==> src/include/rdr_pkg.sv <==
// constants for the reader interrupt, timer and power block
// assumes a 100 MHz bus clock and APB word-aligned byte addresses
package rdr_pkg;
  // bus clock
  localparam int unsigned CLK_PERIOD_NS = 10;
  // register byte addresses
  localparam logic [7:0] A_CONTROL = 8'h00;
  localparam logic [7:0] A_COMMON_EN = 8'h04;
  localparam logic [7:0] A_SECOND_EN = 8'h08;
  localparam logic [7:0] A_COMMON_FLAG = 8'h0c;
  localparam logic [7:0] A_SECOND_FLAG = 8'h10;
  localparam logic [7:0] A_PRIMARY_STATUS = 8'h14;
  localparam logic [7:0] A_TIMER_CONFIG = 8'h18;
  localparam logic [7:0] A_DIVIDER_LOWER = 8'h1c;
  localparam logic [7:0] A_RELOAD_HIGH = 8'h20;
  localparam logic [7:0] A_RELOAD_LOW = 8'h24;
  localparam logic [7:0] A_COUNT_NOW_HIGH = 8'h28;
  localparam logic [7:0] A_COUNT_NOW_LOW = 8'h2c;
  localparam logic [7:0] A_FIFO_THRESHOLD = 8'h30;
  localparam logic [7:0] A_ANTENNA_DRIVE = 8'h34;
  localparam logic [7:0] A_DETECT_CONFIG = 8'h38;
  localparam logic [7:0] A_SLEEP_LENGTH = 8'h3c;
  localparam logic [7:0] A_DETECT_LENGTH = 8'h40;
  // control register bits
  localparam int unsigned CTL_GO = 0;
  localparam int unsigned CTL_HALT = 1;
  localparam int unsigned CTL_SLEEP = 2;
  localparam int unsigned CTL_DETECT = 3;
  // common flag bits; bit 7 of a flag write selects set (1) or clear (0)
  localparam int unsigned F_TIMER = 0;
  localparam int unsigned F_FAULT = 1;
  localparam int unsigned F_EMPTY = 2;
  localparam int unsigned F_FULL = 3;
  localparam int unsigned F_CMD = 4;
  localparam int unsigned F_RX = 5;
  localparam int unsigned F_TX = 6;
  localparam int unsigned F_SETMODE = 7;
  // secondary flag bits
  localparam int unsigned S_CRC = 0;
  localparam int unsigned S_CARD = 1;
  // timer config bits (divider upper bits sit in [3:0])
  localparam int unsigned TC_AUTO = 4;
  localparam int unsigned TC_RELOAD = 5;
  // reset values and fifo depth
  localparam logic [5:0] RST_THRESHOLD = 6'h08;
  localparam logic [1:0] RST_RF = 2'h0;
  localparam logic [3:0] IDLE_CMD = 4'h0;
  localparam logic [6:0] FIFO_DEPTH = 7'h40;
  // timing
  localparam int unsigned T_WAKE_NS = 400000;
  localparam int unsigned WAKE_EXIT_CYC = 1024;
  localparam int unsigned SLEEP_SHIFT = 8;  // sleep unit of 256 slow ticks
  localparam int unsigned DETECT_SHIFT = 6; // detect unit of 16 x 4 edges
  typedef enum logic [1:0] {LP_OFF, LP_SLEEP, LP_WAKE, LP_DETECT} low_power_card_detect_t;
endpackage : rdr_pkg

==> src/reader_irq_timer_power.sv <==
// interrupt flags, 16-bit timer, card-detect sequencer and power-down
// control for a contactless reader; registers over APB, event sources and
// fifo/error status come from logic on pclk, three pins are asynchronous
//
// The placing of the registers and register access over APB were decided locally.
`timescale 1ns/100ps
module reader_irq_timer_power
  import rdr_pkg::*;
#(
  parameter int unsigned WAKE_CYC = T_WAKE_NS / CLK_PERIOD_NS
) (
  // clock and reset
  input wire logic pclk,
  input wire logic presetn,
  // apb slave
  input wire logic [7:0] paddr,
  input wire logic psel,
  input wire logic penable,
  input wire logic pwrite,
  input wire logic [31:0] pwdata,
  output logic [31:0] prdata,
  output logic pready,
  output logic pslverr,
  // event sources on pclk
  input wire logic tx_frame_end,
  input wire logic rx_stream_end,
  input wire logic crc_ready,
  input wire logic [3:0] command_field,
  input wire logic [6:0] fifo_length,
  input wire logic [7:0] error_status,
  input wire logic protocol_start,
  input wire logic [7:0] field_level,
  // asynchronous pins
  input wire logic reset_sleep_pin,
  input wire logic xtal_27m,
  input wire logic clk_32k,
  // outputs
  output logic host_interrupt_pin,
  output logic tx1_drive_en,
  output logic tx2_drive_en,
  output logic osc_enable,
  output logic reader_mode
);

  typedef struct packed {
    logic [31:0] rdata;
    logic ready;
    logic slverr;
    logic [2:0] pd_sync;
    logic [2:0] xt_sync;
    logic [2:0] sk_sync;
    logic half;
    logic [6:0] cflag;
    logic [6:0] cen;
    logic [1:0] sflag;
    logic [1:0] sen;
    logic [3:0] div_hi;
    logic [7:0] div_lo;
    logic autostart;
    logic reload_mode;
    logic [15:0] reload;
    logic [15:0] count;
    logic [12:0] pre;
    logic run;
    logic [5:0] water;
    logic [1:0] rf;
    logic [3:0] delta;
    logic [2:0] skip;
    logic [7:0] sleep_len;
    logic [3:0] det_len;
    logic sleep_req;
    logic waking;
    logic [10:0] wake_cnt;
    logic lp_en;
    low_power_card_detect_t lp_st;
    logic [16:0] lp_cnt;
    logic [2:0] lp_rep;
    logic [7:0] base;
    logic base_ok;
    logic [3:0] prev_cmd;
    logic prev_full;
    logic prev_empty;
    logic crc_rdy;
    logic irq;
    logic tx1;
    logic tx2;
    logic osc;
    logic reader;
  } state_t;

  localparam state_t RST = '{
    lp_st: LP_OFF, water: RST_THRESHOLD, rf: RST_RF, prev_cmd: IDLE_CMD,
    pd_sync: 3'h7, default: '0};

  state_t st_ff;
  state_t nxt_st;

  // flag register update; hardware set is applied last so it wins
  function automatic logic [6:0] flag_next(input logic [6:0] cur,
      input logic [6:0] hw_set, input logic wr, input logic [7:0] wd);
    logic [6:0] v;
    v = cur;
    if (wr) begin
      v = wd[F_SETMODE] ? (cur | wd[6:0]) : (cur & ~wd[6:0]);
    end
    return v | hw_set;
  endfunction : flag_next

  logic hw_pd;
  logic xt_edge;
  logic tick;
  logic slow_tick;
  logic acc;
  logic wr;
  logic full_bit;
  logic empty_bit;
  logic [6:0] c_set;
  logic [6:0] s_set;
  logic [12:0] pre_top;
  logic [7:0] diff;
  logic start;
  logic stop;

  // pin-derived strobes read only the second and third sync stages
  assign hw_pd = ~st_ff.pd_sync[1];
  assign xt_edge = st_ff.xt_sync[1] & ~st_ff.xt_sync[2] & st_ff.osc;
  assign tick = xt_edge & st_ff.half;
  assign slow_tick = st_ff.sk_sync[1] & ~st_ff.sk_sync[2];
  assign acc = psel & penable & st_ff.ready;
  assign wr = acc & pwrite & ~hw_pd;
  assign pre_top = {st_ff.div_hi, st_ff.div_lo, 1'b0};
  assign full_bit = (FIFO_DEPTH - fifo_length) <= {1'b0, st_ff.water};
  assign empty_bit = fifo_length <= {1'b0, st_ff.water};
  assign diff = (field_level >= st_ff.base) ? field_level - st_ff.base
                                            : st_ff.base - field_level;
  assign start = (wr && paddr == A_CONTROL && pwdata[CTL_GO])
                 || (protocol_start && st_ff.autostart && !hw_pd);
  assign stop = wr && paddr == A_CONTROL && pwdata[CTL_HALT];

  // hardware flag sources, blocked while the pin holds power-down
  always_comb begin
    c_set = '0;
    s_set = '0;
    if (!hw_pd) begin
      c_set[F_TX] = tx_frame_end;
      c_set[F_RX] = rx_stream_end;
      c_set[F_CMD] = command_field == IDLE_CMD
                     && st_ff.prev_cmd != IDLE_CMD;
      c_set[F_FULL] = full_bit & ~st_ff.prev_full;
      c_set[F_EMPTY] = empty_bit & ~st_ff.prev_empty;
      c_set[F_FAULT] = |error_status;
      s_set[S_CRC] = crc_ready & ~st_ff.crc_rdy;
      // a restart on the same tick reloads, so no 1-to-0 step happens
      c_set[F_TIMER] = st_ff.run && tick && st_ff.pre == '0
                       && st_ff.count == 16'h0001 && !stop
                       && !start;
      s_set[S_CARD] = st_ff.lp_st == LP_DETECT && st_ff.base_ok
                      && xt_edge && st_ff.lp_en
                      && st_ff.lp_cnt >= {7'h0, st_ff.det_len, 6'h00}
                      && diff > {4'h0, st_ff.delta};
    end
  end

  // next-state logic for the whole block
  always_comb begin
    nxt_st = st_ff;
    nxt_st.pd_sync = {st_ff.pd_sync[1:0], reset_sleep_pin};
    nxt_st.xt_sync = {st_ff.xt_sync[1:0], xtal_27m};
    nxt_st.sk_sync = {st_ff.sk_sync[1:0], clk_32k};
    if (xt_edge) begin
      nxt_st.half = ~st_ff.half;
    end

    // apb: ready is raised for the access phase after each setup cycle
    nxt_st.ready = psel & ~penable;
    nxt_st.slverr = 1'b0;
    if (psel && !penable) begin
      nxt_st.rdata = '0;
      nxt_st.slverr = hw_pd;
      unique case (paddr)
        A_CONTROL: nxt_st.rdata[CTL_DETECT:CTL_SLEEP] =
          {st_ff.lp_en, st_ff.sleep_req};
        A_COMMON_EN: nxt_st.rdata[6:0] = st_ff.cen;
        A_SECOND_EN: nxt_st.rdata[1:0] = st_ff.sen;
        A_COMMON_FLAG: nxt_st.rdata[6:0] = st_ff.cflag;
        A_SECOND_FLAG: nxt_st.rdata[1:0] = st_ff.sflag;
        A_PRIMARY_STATUS: nxt_st.rdata[5:0] = {st_ff.sleep_req,
          st_ff.crc_rdy, st_ff.irq, st_ff.run, st_ff.prev_full,
          st_ff.prev_empty};
        A_TIMER_CONFIG: nxt_st.rdata[5:0] = {st_ff.reload_mode,
          st_ff.autostart, st_ff.div_hi};
        A_DIVIDER_LOWER: nxt_st.rdata[7:0] = st_ff.div_lo;
        A_RELOAD_HIGH: nxt_st.rdata[7:0] = st_ff.reload[15:8];
        A_RELOAD_LOW: nxt_st.rdata[7:0] = st_ff.reload[7:0];
        A_COUNT_NOW_HIGH: nxt_st.rdata[7:0] = st_ff.count[15:8];
        A_COUNT_NOW_LOW: nxt_st.rdata[7:0] = st_ff.count[7:0];
        A_FIFO_THRESHOLD: nxt_st.rdata[5:0] = st_ff.water;
        A_ANTENNA_DRIVE: nxt_st.rdata[1:0] = st_ff.rf;
        A_DETECT_CONFIG: nxt_st.rdata[6:0] = {st_ff.skip, st_ff.delta};
        A_SLEEP_LENGTH: nxt_st.rdata[7:0] = st_ff.sleep_len;
        A_DETECT_LENGTH: nxt_st.rdata[3:0] = st_ff.det_len;
        default: nxt_st.slverr = 1'b1;
      endcase
    end

    // register writes; go and halt are strobes and are not stored
    if (wr) begin
      unique case (paddr)
        A_CONTROL: begin
          if (pwdata[CTL_SLEEP]) begin
            nxt_st.sleep_req = 1'b1;
            nxt_st.waking = 1'b0;
          end else if (st_ff.sleep_req) begin
            nxt_st.waking = 1'b1;
          end
          nxt_st.lp_en = pwdata[CTL_DETECT];
          if (pwdata[CTL_DETECT]) begin
            nxt_st.reader = 1'b0;
          end
        end
        A_COMMON_EN: nxt_st.cen = pwdata[6:0];
        A_SECOND_EN: nxt_st.sen = pwdata[1:0];
        A_TIMER_CONFIG: begin
          nxt_st.div_hi = pwdata[3:0];
          nxt_st.autostart = pwdata[TC_AUTO];
          nxt_st.reload_mode = pwdata[TC_RELOAD];
        end
        A_DIVIDER_LOWER: nxt_st.div_lo = pwdata[7:0];
        A_RELOAD_HIGH: nxt_st.reload[15:8] = pwdata[7:0];
        A_RELOAD_LOW: nxt_st.reload[7:0] = pwdata[7:0];
        A_FIFO_THRESHOLD: nxt_st.water = pwdata[5:0];
        A_ANTENNA_DRIVE: nxt_st.rf = pwdata[1:0];
        A_DETECT_CONFIG: begin
          nxt_st.delta = pwdata[3:0];
          nxt_st.skip = pwdata[6:4];
        end
        A_SLEEP_LENGTH: nxt_st.sleep_len = pwdata[7:0];
        A_DETECT_LENGTH: nxt_st.det_len = pwdata[3:0];
        default: ;
      endcase
    end

    // sticky flags; host may set or clear, hardware set wins
    nxt_st.cflag = flag_next(st_ff.cflag, c_set,
      wr && paddr == A_COMMON_FLAG, pwdata[7:0]);
    nxt_st.sflag = 2'(flag_next({5'h0, st_ff.sflag}, s_set,
      wr && paddr == A_SECOND_FLAG, pwdata[7:0]));
    if (!hw_pd) begin
      nxt_st.prev_cmd = command_field;
      nxt_st.prev_full = full_bit;
      nxt_st.prev_empty = empty_bit;
      nxt_st.crc_rdy = crc_ready;
    end

    // wake-up delay after the sleep bit is written low
    if (st_ff.waking && !hw_pd) begin
      nxt_st.wake_cnt = st_ff.wake_cnt + 11'h001;
      if (st_ff.wake_cnt == 11'(WAKE_EXIT_CYC - 1)) begin
        nxt_st.sleep_req = 1'b0;
        nxt_st.waking = 1'b0;
      end
    end
    if (!nxt_st.waking) begin
      nxt_st.wake_cnt = '0;
    end

    // timer: prescaler of 2p+1 ticks feeding a down counter
    if (stop) begin
      nxt_st.run = 1'b0;
    end else if (start) begin
      nxt_st.run = 1'b1;
      nxt_st.count = st_ff.reload;
      nxt_st.pre = pre_top;
    end else if (st_ff.run && tick) begin
      if (st_ff.pre == '0) begin
        nxt_st.pre = pre_top;
        if (st_ff.count == '0) begin
          if (st_ff.reload_mode) begin
            nxt_st.count = st_ff.reload;
          end else begin
            nxt_st.run = 1'b0;
          end
        end else begin
          nxt_st.count = st_ff.count - 16'h0001;
        end
      end else begin
        nxt_st.pre = st_ff.pre - 13'h0001;
      end
    end

    // card detection sequencer: sleep, wake settle, detect x (skip+1)
    unique case (st_ff.lp_st)
      LP_OFF: begin
        nxt_st.lp_cnt = '0;
        nxt_st.lp_rep = '0;
        if (st_ff.lp_en && !hw_pd) begin
          nxt_st.lp_st = LP_SLEEP;
        end
      end
      LP_SLEEP: begin
        if (st_ff.lp_cnt >= {1'b0, st_ff.sleep_len, 8'h00}) begin
          nxt_st.lp_st = LP_WAKE;
          nxt_st.lp_cnt = '0;
        end else if (slow_tick) begin
          nxt_st.lp_cnt = st_ff.lp_cnt + 17'h00001;
        end
      end
      LP_WAKE: begin
        nxt_st.lp_cnt = st_ff.lp_cnt + 17'h00001;
        if (st_ff.lp_cnt >= 17'(WAKE_CYC - 1)) begin
          nxt_st.lp_st = LP_DETECT;
          nxt_st.lp_cnt = '0;
        end
      end
      LP_DETECT: begin
        if (xt_edge) begin
          nxt_st.lp_cnt = st_ff.lp_cnt + 17'h00001;
          if (st_ff.lp_cnt >= {7'h0, st_ff.det_len, 6'h00}) begin
            nxt_st.lp_cnt = '0;
            nxt_st.base = st_ff.base_ok ? st_ff.base : field_level;
            nxt_st.base_ok = 1'b1;
            if (s_set[S_CARD]) begin
              nxt_st.lp_en = 1'b0;
              nxt_st.reader = 1'b1;
              nxt_st.lp_st = LP_OFF;
            end else if (st_ff.lp_rep == st_ff.skip) begin
              nxt_st.lp_rep = '0;
              nxt_st.lp_st = LP_SLEEP;
            end else begin
              nxt_st.lp_rep = st_ff.lp_rep + 3'h1;
            end
          end
        end
      end
    endcase
    // dropping the enable abandons the sequence and the baseline
    if (!nxt_st.lp_en) begin
      nxt_st.lp_st = LP_OFF;
      nxt_st.base_ok = 1'b0;
    end

    // outputs computed from next state so each pin is a flop
    nxt_st.irq = |(nxt_st.cflag & nxt_st.cen)
                 || |(nxt_st.sflag & nxt_st.sen);
    nxt_st.osc = ~nxt_st.sleep_req & st_ff.pd_sync[1];
    nxt_st.tx1 = nxt_st.rf[0] & nxt_st.osc;
    nxt_st.tx2 = nxt_st.rf[1] & nxt_st.osc;
  end

  // single state register; reset takes constants only
  always_ff @(posedge pclk or negedge presetn) begin
    if (!presetn) begin
      st_ff <= RST;
    end else begin
      st_ff <= nxt_st;
    end
  end

  assign prdata = st_ff.rdata;
  assign pready = st_ff.ready;
  assign pslverr = st_ff.slverr;
  assign host_interrupt_pin = st_ff.irq;
  assign tx1_drive_en = st_ff.tx1;
  assign tx2_drive_en = st_ff.tx2;
  assign osc_enable = st_ff.osc;
  assign reader_mode = st_ff.reader;
endmodule : reader_irq_timer_power

==> config.mk <==
export PLATFORM = sky130hd
export DESIGN_NAME = reader_irq_timer_power
export DESIGN_NICKNAME = d
export VERILOG_FILES = /design/src/include/rdr_pkg.sv /design/src/reader_irq_timer_power.sv
export SDC_FILE = /design/constraint.sdc
export NUM_CORES = 1
export LEC_CHECK = 0
export ABC_CLOCK_PERIOD_IN_PS = 5200
export BUFFER_PORTS_ARGS = -buffer_cell sky130_fd_sc_hd__buf_2
export CORE_MARGIN = 4
export CORE_UTILIZATION = 60
export CTS_CLUSTER_DIAMETER = 200
export DETAILED_ROUTE_END_ITERATION = 16
export HOLD_SLACK_MARGIN = 0.05
export PLACE_DENSITY = 0.81
export RECOVER_POWER = 50
export SYNTH_ARGS = -nofsm -noshare
export SYNTH_HDL_FRONTEND = slang
export SYNTH_SLANG_ARGS = --single-unit
==> constraint.sdc <==
create_clock -name pclk -period 5.2 [get_ports pclk]
set_input_delay 0.26 -clock pclk [delete_from_list [all_inputs] [get_ports pclk]]
set_output_delay 0.26 -clock pclk [all_outputs]
set_load 0.005 [all_outputs]
==> impl_metrics.ini, run 1 <==
[clock_network]
cts_tree = done
cts.repair_timing.setup_buffer_count = 0
clkSinkCount = 181
number_of_clock_buffers_inserted_by_tritoncts = 17
htree_levels = 4
ctsLongestPathBuffers = 2
cts_resized = 0
cts-root-buf = sky130_fd_sc_hd__clkbuf_16
clock_latency_ns = 0.44
path_clk_slew_ns = 0.06

[placed_design]
place.port_buffers = 69
place.detailed.hpwl_mm = 21.0
finalWeightedCongestion = 1.05

[timing]
final-hold-violation-count = 0
max_freq_mhz = 240
final_setup_vio_count = 0
holdWs_ns = 0.0666
min_period_over_period_pct = 80.2
slew_headroom_pct = -86.1
clk_skew_ns = 0.00977
fin_crit_ns = 4.17
setup_tns_ns = 0
tightest_slew_ns = 2.79
final-max-slew-violation-count = 49
grt_setup_unrepaired = no

[cells_and_area]
count_of_inserted_antenna_diode_cells = 0
reg_area_mm2 = 0.00453
post_route_cells_drive_above_1_share_pct = 15.6
syn2layout_area_growth_pct = 8.37
leading_cell_types_in_the_layout_fill_and_taps_excluded = 178 x sky130_fd_sc_hd__dfrtp_1, 125 x sky130_fd_sc_hd__nand2_1, 96 x sky130_fd_sc_hd__nor2_1, 93 x sky130_fd_sc_hd__o21ai_0, 62 x sky130_fd_sc_hd__inv_1
filler_cell_count = 1425
mostFrequentLayoutCell = sky130_fd_sc_hd__dfrtp_1
multiInputGateArea_mm2 = 0.00577
final_nets = 1338

[routing]
wire_per_inst_um = 20.3
routed_wire_length_mm = 29.3
dr.pass1.iters = 7
first_iter_violations = 925
post-route-drc-count = 0
drt-vias-per-instance = 6.38
dr_total_vias = 9226
drt.antenna.violating_nets = 0

[global_route]
globalRouteTotalUtil_pct = 29.3
global_route.overflow_total = 0
grt_antenna_before_repair = 1
grt_pass1_vias = 8750
maximum_number_of_pins_on_one_net_before_global_route_repair = 77
first_pass_grt_wire_length_mm = 46.6

[synthesis]
synth.yosys.warnings = 0
mean_post_synth_cell_area_um2 = 9.36
postSynth.topFlopCell = sky130_fd_sc_hd__dfrtp_1
cells_after_synthesis = 1165
synth.top_cell.area_share_pct = 40.8
synth_enable_flop_cells = 0
ys_ff_latch = 181
synth_async_sr_flop_share_pct = 100
netlist.top_cell.by_area = sky130_fd_sc_hd__dfrtp_1
mappedNetlistArea_mm2 = 0.0109
yosysSeqAreaShare_pct = 41.6
yosys-top-cells-area = sky130_fd_sc_hd__dfrtp_1 41%, sky130_fd_sc_hd__ha_1 5.9%, sky130_fd_sc_hd__mux2_2 5.7%, sky130_fd_sc_hd__nand2_1 4.3%, sky130_fd_sc_hd__o21ai_0 4.3%
synth.lib_cells_used.distinct = 87

[setup_path]
worst_ep_required_time_ns = 5.52
startpoint_class = flop
cp_cell_sequence = ha_1 > inv_1 > fa_1 > a211o_1 > o211ai_1 > a21oi_1 > o22a_1 > mux2_2 > ha_1 > nor2b_1 > o21ai_0 > a32o_1 > o2111ai_1 > o41ai_1 > o21ai_0 > a221o_1
criticalPathCategory = flop to flop
setup.worst_path.end_class = flop
worst_flop_to_flop_path_startpoint = st_ff[13]
worst_setup_path_startpoint = st_ff[13]
critPathSlowestCell = sky130_fd_sc_hd__o41ai_1
cp_num_buf_inv = 1
critPathTopFamily = compound AO/OA/AOI/OAI gates
worst_ep_arrival_time_ns = 4.50
worst_path_largest_cell_delay_ns = 0.47
crit_path_max_fanout = 4

[floorplan]
chipWidth_um = 143
pin_count = 118
die_area_mm2 = 0.0204
core_region_area_mm2 = 0.0179
dieHeight_um = 143
rows = 49
initial_utilization_pct = 60.9

[power]
leakage_nw = 5.49
max-vdd-ir-drop_v = 0.000277
pwr_density_cell_mw_per_mm2 = 269

[job]
maxCapViolations = 1

[hold_path]
holdCritStartpoint = command_field[3]
hold_path.class = input pin to flop

[outcome]
violations = max-capacitance violations, max-slew violations
status = finished with violations
power by group:
| group | switching (W) | total [W] | internal, W |
|---|---|---|---|
| Sequential | 0.0000544 | 0.00152 | 0.00146 |
| Clock | 0.000566 | 0.00134 | 0.000779 |
| Combinational | 0.000204 | 0.000320 | 0.000116 |
| Total | 0.000824 | 0.00318 | 0.00236 |
worst paths after layout:
check / slack [ns] / end / cells past startpoint
min in group asynchronous: 1.26 / st_ff[86] / 2
setup / recovery: 1.03 / st_ff[23] / 16
hold / removal: 0.07 / st_ff[11] / 2
max in group asynchronous: 1.36 / st_ff[82] / 3
setup reg to reg: 1.03 / st_ff[23] / 16
hold reg to reg: 0.35 / nxt_st[165] / 0
synth_stat cells, types with 5 or more instances:
cell type / n
sky130_fd_sc_hd__a2bb2oi_1: 7
sky130_fd_sc_hd__o31ai_1: 7
sky130_fd_sc_hd__and3_1: 11
sky130_fd_sc_hd__or4_1: 6
sky130_fd_sc_hd__nand3_1: 32
sky130_fd_sc_hd__nor4_1: 26
sky130_fd_sc_hd__ha_1: 51
sky130_fd_sc_hd__a31oi_1: 6
sky130_fd_sc_hd__a211oi_1: 6
sky130_fd_sc_hd__nand4_1: 11
sky130_fd_sc_hd__o41ai_1: 5
sky130_fd_sc_hd__nand2_1: 125
sky130_fd_sc_hd__nand3b_1: 10
sky130_fd_sc_hd__a221oi_1: 8
sky130_fd_sc_hd__a21oi_1: 40
sky130_fd_sc_hd__o21ai_0: 93
sky130_fd_sc_hd__nor3_1: 23
sky130_fd_sc_hd__a222oi_1: 5
sky130_fd_sc_hd__xnor2_1: 10
sky130_fd_sc_hd__mux2_2: 55
sky130_fd_sc_hd__a21o_1: 10
sky130_fd_sc_hd__clkbuf_1: 28
sky130_fd_sc_hd__buf_2: 12
sky130_fd_sc_hd__a22oi_1: 30
sky130_fd_sc_hd__nor2_1: 96
sky130_fd_sc_hd__dfrtp_1: 178
sky130_fd_sc_hd__buf_4: 33
sky130_fd_sc_hd__a22o_1: 7
sky130_fd_sc_hd__inv_1: 62
sky130_fd_sc_hd__nor3b_1: 5
sky130_fd_sc_hd__or4b_2: 5
sky130_fd_sc_hd__nor2b_1: 7
sky130_fd_sc_hd__o211ai_1: 5
sky130_fd_sc_hd__o21a_1: 6
sky130_fd_sc_hd__xor2_1: 7
sky130_fd_sc_hd__o21ai_1: 15
sky130_fd_sc_hd__mux2i_1: 8
sky130_fd_sc_hd__or2_2: 6
sky130_fd_sc_hd__nand2b_1: 17
cell families after synthesis:
logic type / count (synthesis) / share of synthesized area, %
AND/OR/NAND/NOR: 408 / 19.0
other: 1 / 0.0344
flip-flops: 181 / 41.6
buffers and inverters: 140 / 6.37
multiplexers: 64 / 6.62
adder cells (fa/ha/maj): 53 / 6.22
AO/OA/AOI/OAI: 301 / 18.9
XOR/XNOR: 17 / 1.37
routing by layer:
layer	track usage [%]	part of all wire, %	up-vias
met5	0	0	-
met3	6.10	8.8	91
met1	39.2	41	4428
met2	46.9	47	452
li1	-	-	4255
met4	11.6	3.7	0
through the flow:
stage	setup WS (ns)	total power (W)	area [um2]	instances	util (%)
final	1.03	0.00318	11800	1447	66.0
after global routing	0.569	0.00330	11800	1447	66.0
after CTS	1.05	0.00319	11800	1447	66.2
after detailed placement	1.03	0.00186	11200	1412	62.6
after global placement	1.13	0.00184	11200	1412	62.6
after floorplan	1.49	0.00174	11000	1188	-
cell type report:
class,instances,share of cell area [%]
timing repair buffer,77,3.37
clock inverter,12,1.28
inverter,62,1.97
clock buffer,19,3.83
tap,229,2.42
multi-input combinational,867,48.8
sequential,181,38.4
registers in the layout (all words and copies together) (netlist names):
signal / count
st_ff: 148
pready: 1
prdata: 8
nxt_st: 6
tx1_drive_en: 1
pslverr: 1
osc_enable: 1
pre_top: 12
tx2_drive_en: 1
reader_mode: 1
host_interrupt_pin: 1
what timing repair did:
item | in CTS | in global routing
hold endpoints to repair | 49 | 0
endpoints found under the setup margin | 0 | 0
hold buffers | 4 | 0
Power figures use the tool's default switching activity.
==> inputs of run 2 (changes only) <==
--- a/config.mk
+++ b/config.mk
@@ -5,7 +5,8 @@
 export SDC_FILE = /design/constraint.sdc
 export NUM_CORES = 1
 export LEC_CHECK = 0
-export ABC_CLOCK_PERIOD_IN_PS = 5200
+export ABC_AREA = 1
+export ABC_CLOCK_PERIOD_IN_PS = 4000
 export BUFFER_PORTS_ARGS = -buffer_cell sky130_fd_sc_hd__buf_2
 export CORE_MARGIN = 4
 export CORE_UTILIZATION = 60
==> constraint.sdc (replaced) <==
create_clock -name pclk -period 4 [get_ports pclk]
set_input_delay 0.2 -clock pclk [delete_from_list [all_inputs] [get_ports pclk]]
set_output_delay 0.2 -clock pclk [all_outputs]
set_load 0.005 [all_outputs]
==> run 2 against run 1 <==
Compared with the run above: the flow still finishes with violations (max-capacitance violations, max-slew violations); power is 39% higher; highest routed layer unchanged; non-clock buffer count rose by 9; worst setup slack got worse by 0.47 ns; sequential share of layout area decreased by 2.2 points; cell area increased by 6.1%; combinational power grew 83%.
==> impl_metrics.ini, run 2 <==
[outcome]
status = finished with violations
violations = max-capacitance violations, max-slew violations

[synthesis]
synth.lib_cells_used.distinct = 55
cells_after_synthesis = 1504
postSynth.topFlopCell = sky130_fd_sc_hd__dfrtp_1
synth.yosys.warnings = 0
mappedNetlistArea_mm2 = 0.0114
synth.top_cell.area_share_pct = 39.0
mean_post_synth_cell_area_um2 = 7.60
ys_ff_latch = 181
yosys.cell_count.top_type = sky130_fd_sc_hd__nand2_1
synth_enable_flop_cells = 0
yosysSeqAreaShare_pct = 39.7
netlist.top_cell.by_area = sky130_fd_sc_hd__dfrtp_1
yosys-top-cells-area = sky130_fd_sc_hd__dfrtp_1 39%, sky130_fd_sc_hd__nand2_1 11%, sky130_fd_sc_hd__o21ai_0 7.5%, sky130_fd_sc_hd__inv_1 6.5%, sky130_fd_sc_hd__ha_1 5.6%
synth_async_sr_flop_share_pct = 100
synthTopCellsByCount = 348 x sky130_fd_sc_hd__nand2_1, 199 x sky130_fd_sc_hd__inv_1, 178 x sky130_fd_sc_hd__dfrtp_1

[setup_path]
worst_ep_required_time_ns = 4.30
r2r_slack_ns = 0.55
timing.critical_path.to = st_ff[22]
crit_path_max_fanout = 6
r2r_cells = 19
criticalPathCategory = flop to flop
setup.worst_path.end_class = flop
worst_ep_arrival_time_ns = 3.74
worst_setup_path_startpoint = st_ff[13]
critical_path.reg2reg.endpoint = st_ff[22]
startpoint_class = flop
worst_flop_to_flop_path_startpoint = st_ff[13]

[clock_network]
cts_tree = done
path_clk_slew_ns = 0.07
clkSinkCount = 181
ctsLongestPathBuffers = 2
cts_resized = 0
htree_levels = 4
clock_latency_ns = 0.44
number_of_clock_buffers_inserted_by_tritoncts = 17
cts-root-buf = sky130_fd_sc_hd__clkbuf_16

[cells_and_area]
mostFrequentLayoutCell = sky130_fd_sc_hd__nand2_1
filler_cell_count = 1538
post_route_cells_drive_above_1_share_pct = 9.39
syn2layout_area_growth_pct = 9.74
largest_register_ff_count = 148
leading_cell_types_in_the_layout_fill_and_taps_excluded = 348 x sky130_fd_sc_hd__nand2_1, 199 x sky130_fd_sc_hd__inv_1, 178 x sky130_fd_sc_hd__dfrtp_1, 172 x sky130_fd_sc_hd__o21ai_0, 104 x sky130_fd_sc_hd__nand3_1
count_of_inserted_antenna_diode_cells = 0
final_nets = 1695
top_register = st_ff

[routing]
wire_per_inst_um = 17.9
dr.max_layer_used = met4
wl_met1_mm = 14.1
met2RoutedLength_mm = 14.8
dr_total_vias = 10700
post-route-drc-count = 0
dr.pass1.iters = 6
first_iter_violations = 1351
met3_wirelength_mm = 2.85
routed_wire_length_mm = 32.5
drt.antenna.violating_nets = 0
drt-vias-per-instance = 5.91

[power]
max-vdd-ir-drop_v = 0.000406
pwr_density_cell_mw_per_mm2 = 352
leakage_nw = 6.14

[floorplan]
initial_utilization_pct = 61.1
dieHeight_um = 146
pin_count = 118
core_region_area_mm2 = 0.0187
chipWidth_um = 146
rows = 50
die_area_mm2 = 0.0213

[timing]
max_freq_mhz = 290
setup_tns_ns = 0
fin_crit_ns = 3.45
grt_setup_unrepaired = no
final-hold-violation-count = 0
final-max-slew-violation-count = 110
final_setup_vio_count = 0
slew_headroom_pct = -83.9
min_period_over_period_pct = 86.2
tightest_slew_ns = 2.76
holdWs_ns = 0.0619
clk_skew_ns = 0.0112

[job]
maxCapViolations = 1

[global_route]
global_route.overflow_total = 0
grt_antenna_before_repair = 0
maximum_number_of_pins_on_one_net_before_global_route_repair = 111
first_pass_grt_wire_length_mm = 51.5
grt_pass1_vias = 9955
globalRouteTotalUtil_pct = 30.0

[placed_design]
place.port_buffers = 69
finalWeightedCongestion = 0.999
place.detailed.hpwl_mm = 23.8

[hold_path]
hold_path.class = input pin to flop
run 2: cell count changes in the layout (fill, tap and decap cells not counted), moves of 17 or more:
cell                       change
sky130_fd_sc_hd__o21ai_0      +79
sky130_fd_sc_hd__nand2_1     +223
sky130_fd_sc_hd__xor2_1       +22
sky130_fd_sc_hd__nor4_1       -19
sky130_fd_sc_hd__nand4_1      +23
sky130_fd_sc_hd__a22oi_1      -28
sky130_fd_sc_hd__nand2b_1     -17
sky130_fd_sc_hd__o22ai_1      +26
sky130_fd_sc_hd__nand3_1      +72
sky130_fd_sc_hd__inv_1       +137
sky130_fd_sc_hd__mux2_2       -55
run 2: worst min path at each step:
stage                               start            endpoint  cells past startpoint
after floorplan                   presetn  host_interrupt_pin                      0
after global placement    reset_sleep_pin         nxt_st[170]                      1
after detailed placement  reset_sleep_pin         nxt_st[170]                      1
after CTS                  field_level[7]           st_ff[20]                      3
after global routing       field_level[7]           st_ff[20]                      3
final                      field_level[7]           st_ff[20]                      3
run 2: worst max-delay path: stages (launching register included):
cell and delay, ns:
sky130_fd_sc_hd__dfrtp_1 0.37, sky130_fd_sc_hd__ha_1 0.16, sky130_fd_sc_hd__inv_1 0.06, sky130_fd_sc_hd__fa_1 0.41
sky130_fd_sc_hd__nand3_1 0.09, sky130_fd_sc_hd__nand3_1 0.09, sky130_fd_sc_hd__o21ai_0 0.15, sky130_fd_sc_hd__nand2_1 0.18
sky130_fd_sc_hd__mux2i_1 0.22, sky130_fd_sc_hd__xor2_1 0.15, sky130_fd_sc_hd__inv_1 0.06, sky130_fd_sc_hd__ha_1 0.29
sky130_fd_sc_hd__a21oi_1 0.16, sky130_fd_sc_hd__o21ai_0 0.10, sky130_fd_sc_hd__o21ai_0 0.08, sky130_fd_sc_hd__nand3_1 0.09
sky130_fd_sc_hd__nand2_1 0.18, sky130_fd_sc_hd__o21ai_0 0.25, sky130_fd_sc_hd__nand2_1 0.12, sky130_fd_sc_hd__o21ai_0 0.09
run 2: cell type report:
type / instances / area (um2) / area share, %
multi-input cells: 1065 / 5760 / 45.9
flip-flops and latches: 181 / 4530 / 36.1
inverters: 212 / 806 / 6.42
repair buffers: 86 / 487 / 3.88
clock buffers: 20 / 457 / 3.64
well taps: 234 / 293 / 2.33
clock inverters: 12 / 213 / 1.70
run 2: report_power, final:
group | total (W) | internal (W) | leakage (nW) | switching (W)
registers | 0.00190 | 0.00187 | 2.32 | 0.0000312
clock network | 0.00193 | 0.00116 | 0.324 | 0.000772
logic | 0.000587 | 0.000159 | 3.49 | 0.000428
run 2: cells by family (layout without fill, tap and decap cells):
| kind of cell | Yosys count | count (layout) | synth area share, % |
|---|---|---|---|
| other cells | 1 | 24 | 0.0328 |
| flops | 181 | 181 | 39.7 |
| xor+xnor | 35 | 35 | 2.68 |
| compound gates | 319 | 319 | 16.4 |
| fa+ha+maj | 53 | 53 | 5.93 |
| mux | 1 | 1 | 0.0876 |
| simple gates | 633 | 633 | 24.4 |
| buf+inv | 281 | 330 | 10.8 |
run 2: repair_timing:
item / CTS / global route
hold endpoints to repair: 114 / 0
hold buffers: 9 / 0
endpoints found under the setup margin: 0 / 0
setup buffers: 0 / 0
run 2: stage by stage:
stage | total power (W) | utilization (%) | cell area [um2] | worst slack, ns | std cells
floorplan | 0.00232 | - | 11500 | 1.07 | 1527
global placement | 0.00249 | 63.2 | 11800 | 0.745 | 1769
detailed placement | 0.00250 | 63.2 | 11800 | 0.602 | 1769
CTS | 0.00441 | 67.2 | 12600 | 0.580 | 1810
global route | 0.00458 | 67.1 | 12500 | 0.191 | 1810
finish | 0.00442 | 67.1 | 12500 | 0.553 | 1810
run 2: metal layers:
metal | track usage [%] | vias to the layer above
met5 | 0 | -
met4 | 8.33 | 0
met3 | 5.52 | 60
met2 | 47.5 | 481
met1 | 42.8 | 5066
li1 | - | 5086
